==> src/shared/dsk_defs.svh <==
// Offsets, field positions, reset values and counts of the drive input block
`ifndef DSK_DEFS_SVH
`define DSK_DEFS_SVH

// ----------------------------------------------------------------------
// Register offsets (byte addresses)
// ----------------------------------------------------------------------
`define DSK_OFS_CTRL   8'h00
`define DSK_OFS_STAT   8'h04
`define DSK_OFS_FLUX   8'h08

// ----------------------------------------------------------------------
// Control fields
// ----------------------------------------------------------------------
`define DSK_CTRL_POS   2:0
`define DSK_CTRL_MODE  5:4
`define DSK_CTRL_DINV  6
`define DSK_CTRL_DBL   7

// ----------------------------------------------------------------------
// Status fields
// ----------------------------------------------------------------------
`define DSK_STAT_SEL   0
`define DSK_STAT_SIDE  1
`define DSK_STAT_DIR   2
`define DSK_STAT_WG    3
`define DSK_STAT_BLK   4
`define DSK_STAT_TRK   14:8

// ----------------------------------------------------------------------
// Reset values and counts
// ----------------------------------------------------------------------
`define DSK_POS_RST    3'h0
`define DSK_TRK_W      7
`define DSK_MAX_TRK    7'h4c
`define DSK_PIN_N      9

// Pin positions inside the synchronised input vector
`define DSK_PIN_SEL    3:0
`define DSK_PIN_SIDE   4
`define DSK_PIN_DIR    5
`define DSK_PIN_STEP   6
`define DSK_PIN_WG     7
`define DSK_PIN_WD     8

`endif

==> src/shared/dsk_pkg.sv <==
// Types shared by the drive input block
package dsk_pkg;

  // Selection modes
  typedef enum logic [1:0] {
    DSK_SEL_FOUR  = 2'b00,
    DSK_SEL_EIGHT = 2'b01,
    DSK_SEL_SIDE  = 2'b10
  } dsk_selmode_t;

  // Synchroniser state: first and second stage
  typedef struct packed {
    logic [8:0] meta;
    logic [8:0] sync;
  } dsk_sync_state_t;

  // Main block state
  typedef struct packed {
    logic         ack;
    logic [31:0]  rdata;
    logic [2:0]   pos;
    dsk_selmode_t mode;
    logic         dir_inv;
    logic         dbl;
    logic [6:0]   track;
    logic         sel;
    logic         dir;
    logic         side;
    logic         step_prev;
    logic         wd_prev;
    logic         step_pulse;
    logic         step_out;
    logic         blocked;
    logic [15:0]  flux_cnt;
  } dsk_state_t;

endpackage

==> src/hw/dsk_drive_inputs.sv <==
// Drive select, side select and step input logic with register port
// ----------------------------------------------------------------------
// ----------------------------------------------------------------------
//
// The implementer's own choices: the Wishbone register port and the address map.
`timescale 1ns/1ps
`include "dsk_defs.svh"

module dsk_drive_inputs
  import dsk_pkg::*;
#(
  parameter logic       DOUBLE_SIDED = 1'b1,
  parameter logic [6:0] MAX_TRACK    = `DSK_MAX_TRK
) (
  input  wire logic         clk_i,
  input  wire logic         rst_i,
  // Wishbone slave
  input  wire logic         wb_cyc_i,
  input  wire logic         wb_stb_i,
  input  wire logic         wb_we_i,
  input  wire logic [7:0]   wb_adr_i,
  input  wire logic [3:0]   wb_sel_i,
  input  wire logic [31:0]  wb_dat_i,
  output logic      [31:0]  wb_dat_o,
  output logic              wb_ack_o,
  // Cable inputs, active low except direction
  input  wire logic [3:0]   drv_sel_n_i,
  input  wire logic         side_sel_n_i,
  input  wire logic         step_dir_i,
  input  wire logic         step_n_i,
  input  wire logic         wr_gate_n_i,
  input  wire logic         wr_data_n_i,
  // Drive side
  output logic              out_en_o,
  output logic              head_side_o,
  output logic              step_pulse_o,
  output logic              step_out_o,
  output logic              trk00_n_o
);

  // --------------------------------------------------------------------
  // Pin synchronisation
  // --------------------------------------------------------------------
  logic [`DSK_PIN_N-1:0] pins;
  logic [`DSK_PIN_N-1:0] pin_s;

  // All nine standard lines enter through the synchroniser
  assign pins = {wr_data_n_i, wr_gate_n_i, step_n_i, step_dir_i,
                 side_sel_n_i, drv_sel_n_i};

  dsk_sync u_sync (
    .clk_i  (clk_i),
    .rst_i  (rst_i),
    .pin_i  (pins),
    .sync_o (pin_s)
  );

  // --------------------------------------------------------------------
  // Selection decode
  // --------------------------------------------------------------------
  dsk_state_t s_q;
  dsk_state_t s_d;
  logic       sel_w;
  logic       sel_side_w;

  dsk_sel_decode u_dec (
    .sel_n_i    (pin_s[`DSK_PIN_SEL]),
    .pos_i      (s_q.pos),
    .mode_i     (s_q.mode),
    .selected_o (sel_w),
    .side_o     (sel_side_w)
  );

  // --------------------------------------------------------------------
  // Step and bus decode terms
  // --------------------------------------------------------------------
  logic        step_s;
  logic        wg_s;
  logic        step_edge;
  logic        step_go;
  logic        outward;
  logic        access;
  logic [31:0] stat_w;

  assign step_s    = pin_s[`DSK_PIN_STEP];
  assign wg_s      = pin_s[`DSK_PIN_WG];
  // Step pulse is low-going; the move fires on its return high
  assign step_edge = step_s & ~s_q.step_prev;
  // Writing freezes the carriage; a deselected drive ignores steps
  assign step_go   = step_edge & wg_s & s_q.sel;
  // Direction level, optionally inverted for older controllers
  assign outward   = s_q.dir ^ s_q.dir_inv;
  assign access    = wb_cyc_i & wb_stb_i & ~s_q.ack;

  // Status word
  always_comb begin
    stat_w                 = 32'h0000_0000;
    stat_w[`DSK_STAT_SEL]  = s_q.sel;
    stat_w[`DSK_STAT_SIDE] = s_q.side;
    stat_w[`DSK_STAT_DIR]  = outward;
    stat_w[`DSK_STAT_WG]   = ~wg_s;
    stat_w[`DSK_STAT_BLK]  = s_q.blocked;
    stat_w[`DSK_STAT_TRK]  = s_q.track;
  end

  // --------------------------------------------------------------------
  // Next-state logic
  // --------------------------------------------------------------------
  always_comb begin
    s_d            = s_q;
    s_d.ack        = access;
    s_d.rdata      = 32'h0000_0000;
    s_d.step_prev  = step_s;
    s_d.wd_prev    = pin_s[`DSK_PIN_WD];
    s_d.step_pulse = 1'b0;
    s_d.sel        = sel_w;

    // Direction and side follow the cable only while selected
    if (s_q.sel) begin
      s_d.dir = pin_s[`DSK_PIN_DIR];
      if (!s_q.dbl) begin
        s_d.side = 1'b0;
      end else if (s_q.mode == DSK_SEL_SIDE) begin
        s_d.side = sel_side_w;
      end else begin
        s_d.side = ~pin_s[`DSK_PIN_SIDE];
      end
    end else if (!s_q.dbl) begin
      s_d.side = 1'b0;
    end

    // One track per accepted step, held at the end stops
    if (step_go) begin
      s_d.step_pulse = 1'b1;
      s_d.step_out   = outward;
      if (outward) begin
        if (s_q.track != 7'h00) begin
          s_d.track = s_q.track - 7'h01;
        end
      end else if (s_q.track < MAX_TRACK) begin
        s_d.track = s_q.track + 7'h01;
      end
    end

    // Flux transitions counted only under the write gate
    if (s_q.sel && !wg_s && s_q.wd_prev && !pin_s[`DSK_PIN_WD]) begin
      s_d.flux_cnt = s_q.flux_cnt + 16'h0001;
    end

    // Register access; read data lands with the ack
    if (access && wb_we_i) begin
      if (wb_adr_i == `DSK_OFS_CTRL) begin
        if (wb_sel_i[0]) begin
          s_d.pos     = wb_dat_i[`DSK_CTRL_POS];
          s_d.mode    = dsk_selmode_t'(wb_dat_i[`DSK_CTRL_MODE]);
          s_d.dir_inv = wb_dat_i[`DSK_CTRL_DINV];
          s_d.dbl     = wb_dat_i[`DSK_CTRL_DBL] & DOUBLE_SIDED;
        end
      end else if (wb_adr_i == `DSK_OFS_STAT) begin
        if (wb_sel_i[0] && wb_dat_i[`DSK_STAT_BLK]) begin
          s_d.blocked = 1'b0;
        end
      end else if (wb_adr_i == `DSK_OFS_FLUX) begin
        if (wb_sel_i[0] || wb_sel_i[1]) begin
          s_d.flux_cnt = 16'h0000;
        end
      end
    end else if (access) begin
      if (wb_adr_i == `DSK_OFS_CTRL) begin
        s_d.rdata[`DSK_CTRL_POS]  = s_q.pos;
        s_d.rdata[`DSK_CTRL_MODE] = s_q.mode;
        s_d.rdata[`DSK_CTRL_DINV] = s_q.dir_inv;
        s_d.rdata[`DSK_CTRL_DBL]  = s_q.dbl;
      end else if (wb_adr_i == `DSK_OFS_STAT) begin
        s_d.rdata = stat_w;
      end else if (wb_adr_i == `DSK_OFS_FLUX) begin
        s_d.rdata = {16'h0000, s_q.flux_cnt};
      end
    end

    // Step tried while writing: set wins over a same-cycle clear
    if (step_edge && s_q.sel && !wg_s) begin
      s_d.blocked = 1'b1;
    end
  end

  // --------------------------------------------------------------------
  // State register
  // --------------------------------------------------------------------
  always_ff @(posedge clk_i) begin
    if (rst_i) begin
      s_q            <= '0;
      s_q.pos        <= `DSK_POS_RST;
      s_q.mode       <= DSK_SEL_FOUR;
      s_q.dbl        <= DOUBLE_SIDED;
      s_q.step_prev  <= 1'b1;
      s_q.wd_prev    <= 1'b1;
    end else begin
      s_q <= s_d;
    end
  end

  // --------------------------------------------------------------------
  // Outputs
  // --------------------------------------------------------------------
  assign wb_dat_o     = s_q.rdata;
  assign wb_ack_o     = s_q.ack;
  // Shared cable outputs stay released unless this drive is selected
  assign out_en_o     = s_q.sel;
  assign head_side_o  = s_q.side;
  assign step_pulse_o = s_q.step_pulse;
  assign step_out_o   = s_q.step_out;
  assign trk00_n_o    = ~(s_q.sel && s_q.track == 7'h00);
endmodule

==> src/hw/dsk_sel_decode.sv <==
// Decode of the select lines into drive selection and head side
`timescale 1ns/1ps
`include "dsk_defs.svh"

module dsk_sel_decode
  import dsk_pkg::*;
(
  input  wire logic [3:0]   sel_n_i,
  input  wire logic [2:0]   pos_i,
  input  dsk_selmode_t      mode_i,
  output logic              selected_o,
  output logic              side_o
);

  // One-hot position of a 3-bit drive number
  function automatic logic [7:0] one_hot8(input logic [2:0] n);
    one_hot8 = 8'h01 << n;
  endfunction

  logic [2:0] code;
  logic [1:0] pair;

  // Lines 2..4 weigh 1, 2, 4 when asserted (low)
  assign code = ~sel_n_i[3:1];
  assign pair = {pos_i[1], 1'b0};

  // Selection decode per mode
  always_comb begin
    selected_o = 1'b0;
    side_o     = 1'b0;
    case (mode_i)
      DSK_SEL_EIGHT: begin
        // Line 1 is the common enable
        selected_o = ~sel_n_i[0] &
                     (|(one_hot8(code) & one_hot8(pos_i)));
      end
      DSK_SEL_SIDE: begin
        // A line pair per drive; odd line picks side one
        selected_o = ~sel_n_i[pair] | ~sel_n_i[pair + 2'h1];
        side_o     = ~sel_n_i[pair + 2'h1];
      end
      default: begin
        // Only the one line of this position answers
        selected_o = ~sel_n_i[pos_i[1:0]];
      end
    endcase
  end

endmodule

==> src/hw/dsk_sync.sv <==
// Two-stage synchroniser for the drive input pins
`timescale 1ns/1ps
`include "dsk_defs.svh"

module dsk_sync
  import dsk_pkg::*;
(
  input  wire logic                   clk_i,
  input  wire logic                   rst_i,
  input  wire logic [`DSK_PIN_N-1:0]  pin_i,
  output logic      [`DSK_PIN_N-1:0]  sync_o
);

  dsk_sync_state_t s_q;
  dsk_sync_state_t s_d;

  // Idle cable level is high on every line, so reset to all ones
  always_comb begin
    s_d      = s_q;
    s_d.meta = pin_i;
    s_d.sync = s_q.meta;
  end

  always_ff @(posedge clk_i) begin
    if (rst_i) begin
      s_q <= '{meta: 9'h1ff, sync: 9'h1ff};
    end else begin
      s_q <= s_d;
    end
  end

  assign sync_o = s_q.sync;
endmodule

==> config.mk <==
export PLATFORM = sky130hd
export DESIGN_NAME = dsk_drive_inputs
export DESIGN_NICKNAME = d
export VERILOG_FILES = /design/src/shared/dsk_pkg.sv /design/src/hw/dsk_drive_inputs.sv /design/src/hw/dsk_sel_decode.sv /design/src/hw/dsk_sync.sv
export VERILOG_INCLUDE_DIRS = /design/src /design/src/shared
export SDC_FILE = /design/constraint.sdc
export NUM_CORES = 1
export LEC_CHECK = 0
export BUFFER_PORTS_ARGS = -buffer_cell sky130_fd_sc_hd__buf_2
export CAP_MARGIN = 20
export CORE_UTILIZATION = 45
export DETAILED_ROUTE_END_ITERATION = 16
export MAX_ROUTING_LAYER = met4
export PLACE_DENSITY = 0.81
export REMOVE_ABC_BUFFERS = 1
export SLEW_MARGIN = 30
export SYNTH_ARGS = -nofsm -noshare
export SYNTH_HDL_FRONTEND = slang
export SYNTH_SLANG_ARGS = --single-unit
==> constraint.sdc <==
create_clock -name clk_i -period 2.8 [get_ports clk_i]
set_input_delay 0.42 -clock clk_i [delete_from_list [all_inputs] [get_ports clk_i]]
set_output_delay 0.42 -clock clk_i [all_outputs]
set_load 0.005 [all_outputs]
* Word level (Yosys, flattened, before mapping)
Index checks and enable logic that the tools add are counted.
Word-level totals: register bits 89, input bits 58, output and inout port bits 38, word-level logic and storage cells 113
Cells by class: add/subtract/negate cells 4, $lt $le $gt $ge 4, eq/ne operators 7, shift-type cells 2, muxes and demuxes 28, bitwise gates (word level) 21, reductions and logical operators 26
Operator list (number):
- $mux 16 | 4
- $mux 17 | 2
- $mux 15 | 2
- $mux 7 | 3
- $add 16x1->16 const B | 1
- $shl 1x3->8 const A | 2
- $mux 1 | 11
- $not 1->1 | 11
- $lt 2x3->1 const B | 3
- $and 8x8->8 | 1
- $eq 8x3->1 const B | 1
- $eq 8x4->1 const B | 1
- $logic_and 1x1->1 | 8
- $logic_not 8->1 | 1
- $reduce_bool 2->1 | 4
- $reduce_or 8->1 | 1
- $add 7x1->7 const B | 1
- $logic_not 7->1 | 1
- $lt 7x7->1 const B | 1
- $reduce_bool 7->1 | 1
- $sub 7x1->7 const B | 1
- $and 1x1->1 | 6
- $reduce_and 3->1 | 2
- $reduce_or 6->1 | 1
- 19 further kinds | 22

* Depth between registers and ports, before layout
word-level depth 11, mapped depth 7

* By module
From an unflattened synthesis, not the netlist that was laid out.
Unflattened totals: cell total of the unflattened synthesis 388, area total of the unflattened synthesis 3470.8 sq um
Modules (own cells, without submodules):
- dsk_drive_inputs | instances 1, cells an instance 333, area an instance 2845.2 sq um, seq. area each 1101.1 sq um
- dsk_sync | instances 1, cells an instance 37, area an instance 484.2 sq um, seq. area each 360.3 sq um
- dsk_sel_decode | instances 1, cells an instance 18, area an instance 141.4 sq um, seq. area each 0.0 sq um

* Worst setup path after synthesis
OpenSTA, ideal clock, no wires.
path type register to register, start point register s_q[22] (netlist name), end point register s_q[30] (netlist name), setup time 0.134 ns, data arrival time 2.450 ns, setup slack 0.215 ns, stages on the path, launching flop included 8, path buffers 0, path through dfxtp_1 xnor2_1 inv_1 fa_1 a211o_1 a211oi_1 nor4_1 or4_1
On the way: longest elaborated chain between the ends 3
Ends and longest elaborated chain:
- start, declared | line dsk_drive_inputs.sv:61 | dsk_state_t s_q;
- $xor 1x1->1 (*) | line dsk_drive_inputs.sv:92 | assign outward = s_q.dir ^ s_q.dir_inv;
- via outward | line dsk_drive_inputs.sv:81 | logic outward;
- $ne 2x1->1 (no line) / $reduce_bool 2->1 (equally long branches)
- $reduce_and 3->1 (no line)
The timed path passes the listed nets; every way through them passes the cells marked *. A chain may end at the register's enable or synchronous reset.

* Final worst setup path
start point register s_q[32] (netlist name), end point register s_q[30] (netlist name)
The elaborated chain is that of the path after synthesis.

==> flow_metrics.env <==
export IMPL_outcome="finished clean"
export IMPL_fin_cells=524
export IMPL_clkTransAtPathRegs_ps=70
export IMPL_criticalPathCategory="flop to flop"
export IMPL_io_buffers=52
export IMPL_cts_root_buf="clkbuf_8"
export IMPL_synth_compound_area_frac=0.130
export IMPL_core_mm2=0.00769
export IMPL_hp_class="input port to flop"
export IMPL_fin_skew_ps=7.36
export IMPL_antenna_cells=0
export IMPL_synth_cells=384
export IMPL_layout_nets=484
export IMPL_hold_viol=0
export IMPL_die_w_um=90.9
export IMPL_critPathLaunchType="flop"
export IMPL_p_leak_uw=0.00153
export IMPL_die_area_mm2=0.00826
export IMPL_cts_sinks=73
export IMPL_netlist_area_leader_share=0.411
export IMPL_htree_levels=3
export IMPL_final_common_cell="dfxtp_1"
export IMPL_maxCapViolCount=0
export IMPL_firstDrtPassIters=5
export IMPL_setup_tns_ps=0
export IMPL_drive_gt1_frac=0.223
export IMPL_post_cts_buffers=0
export IMPL_min_period_ps=2550
export IMPL_areaGrowthSynthToFinish_pct=10.6
export IMPL_wl_per_cell_um=13.4
export IMPL_synth_fa_ha_area_frac=0.0338
export IMPL_netlist_area_mm2=0.00355
export IMPL_reg2reg_slack_ps=250
export IMPL_dp_hpwl_mm=5.14
export IMPL_worst_pin_slew_ps=706
export IMPL_place_inst=508
export IMPL_avgSynthCellArea_um2=9.25
export IMPL_fin_crit_sh=0.912
export IMPL_ant_nets=0
export IMPL_report_final_slew_viol_count=0
export IMPL_crit_required_ps=3030
export IMPL_synth_top_family_by_area="simple AND/OR/NAND/NOR gates"
export IMPL_irDropWorstVdd_uv=352
export IMPL_cts_made_buffers=9
export IMPL_synth_distinct_cells=55
export IMPL_drc=0
export IMPL_maxSlewHeadroom=0.527
export IMPL_yosys_warnings=0
export IMPL_synth_simple_area_share=0.245
export IMPL_crit_path_max_fanout=6
export IMPL_synth_ff_type="dfxtp_1"
export IMPL_timing_fmax_ghz=0.391
export IMPL_grt_use_total=0.184
export IMPL_io_pins=96
export IMPL_grt_ovfl_total=0
export IMPL_post_cts_resized=0
export IMPL_grt_pass1_wl_mm=11.8
export IMPL_clk_latency_ps=350
export IMPL_setup_violations_final=0
export IMPL_clock_path_buffers=2
export IMPL_arrival_ps=2780
export IMPL_ys_seq_area_frac=0.411
export IMPL_die_h_um=90.9
export IMPL_vias=2750
export IMPL_viasPerCell=5.25
export IMPL_synth_xor_area_share=0.0370
export IMPL_first_global_vias=2538
export IMPL_wirelength_mm=7.01
export IMPL_synthTopCellsByArea="dfxtp_1 (41%), buf_4 (6.8%), mux2i_1 (4.2%)"
export IMPL_cts_tree="yes"
export IMPL_fin_area_mm2=0.00393
export IMPL_grt_max_degree=36
export IMPL_layout_common_cells="dfxtp_1 (73), buf_2 (52), nor2_1 (34)"
export IMPL_grt_antenna_before_repair=0
export IMPL_holdBufCountCts=0
export IMPL_drt_iter0_markers=195
export IMPL_synth_edf_count=0
export IMPL_synthMuxAreaShare=0.0423
export IMPL_yosys_area_top_type="dfxtp_1"
export IMPL_initial_core_util=0.462
export IMPL_rsz0062_at_grt="no"
export IMPL_place_area_mm2=0.00370
export IMPL_worst_setup_path_end_kind="flop"
export IMPL_num_rows=32
export IMPL_ys_seq_elements=73
export IMPL_synth_async_sr_flop_share=0
export IMPL_gp_congestion=0.907
export IMPL_powerDensity_mw_per_mm2=536
-- kinds of logic (layout without fill, tap and decap cells) --
kind of cell / after synthesis / in the layout
other: 1 / 16
adder cells (fa/ha/maj): 9 / 9
AO/OA/AOI/OAI: 67 / 67
multiplexers: 15 / 15
XOR/XNOR: 15 / 15
buffers and inverters: 57 / 80
flip-flops: 73 / 73
AND/OR/NAND/NOR: 147 / 147
-- synth_stat cells (10+ instances only) --
library cell	number
buf_4	32
or2_2	16
nor2_1	34
nor3_1	10
xnor2_1	12
a21oi_1	19
clkbuf_1	11
mux2i_1	15
dfxtp_1	73
nand2_1	16
nand2b_1	14
nand3_1	13
-- worst max-delay path, cell delays in order (launching register included) --
cell,delay [ps]
dfxtp_1,380
xnor2_1,150
inv_1,170
fa_1,440
a211o_1,350
a211oi_1,320
nor4_1,110
or4_1,510
-- power breakdown --
group / switching [µW] / total [µW] / internal, µW
sequential: 8.22 / 1060 / 1050
clock: 393 / 944 / 551
combinational: 54.4 / 101 / 46.3
-- worst paths after layout --
kind | startpoint | endpoint | depth (start not counted)
worst min-delay path | side_sel_n_i | u_sync.s_d[4]$_SDFF_PP1_ | 2
worst min register to register | u_sync.s_d[3]$_SDFF_PP1_ | u_sync.sync_o[3]$_SDFF_PP1_ | 1
worst max register to register | s_q[32]$_SDFFE_PP0P_ | s_q[30]$_SDFFE_PP0P_ | 7
worst max-delay path | s_q[32]$_SDFFE_PP0P_ | s_q[30]$_SDFFE_PP0P_ | 7
-- per-layer routing --
metal / track usage / share of wire / up-vias
met5: - / 0 / -
met4: 0.0979 / 0.028 / 0
met3: 0.0387 / 0.063 / 15
met2: 0.288 / 0.45 / 108
met1: 0.223 / 0.45 / 1247
li1: - / - / 1380
-- area by class of cell --
class / instances / area [µm²]
clock inverters: 4 / 75.1
inverters: 9 / 33.8
well taps: 102 / 128
repair buffers: 55 / 283
clock buffers: 12 / 155
multi-input cells: 269 / 1800
fillers: 726 / 3760
flip-flops and latches: 73 / 1460
-- per-stage QoR --
stage | power [µW] | utilization | setup WS [ps] | hold WS, ps
floorplan | 1130 | - | 215 | 383
global placement | 1180 | 0.481 | 341 | 391
detailed placement | 1190 | 0.481 | 286 | 388
CTS | 2120 | 0.511 | 264 | 225
global route | 2180 | 0.511 | 108 | 235
finish | 2110 | 0.511 | 246 | 240
-- registers in the layout (all words and copies together) (netlist names) --
register	cells
step_pulse_o	1
wb_ack_o	1
head_side_o	1
wb_dat_o	16
step_out_o	1
s_q	34
u_sync.sync_o	9
u_sync.s_d	9
out_en_o	1
No activity file was read; power rests on OpenSTA's default activity.
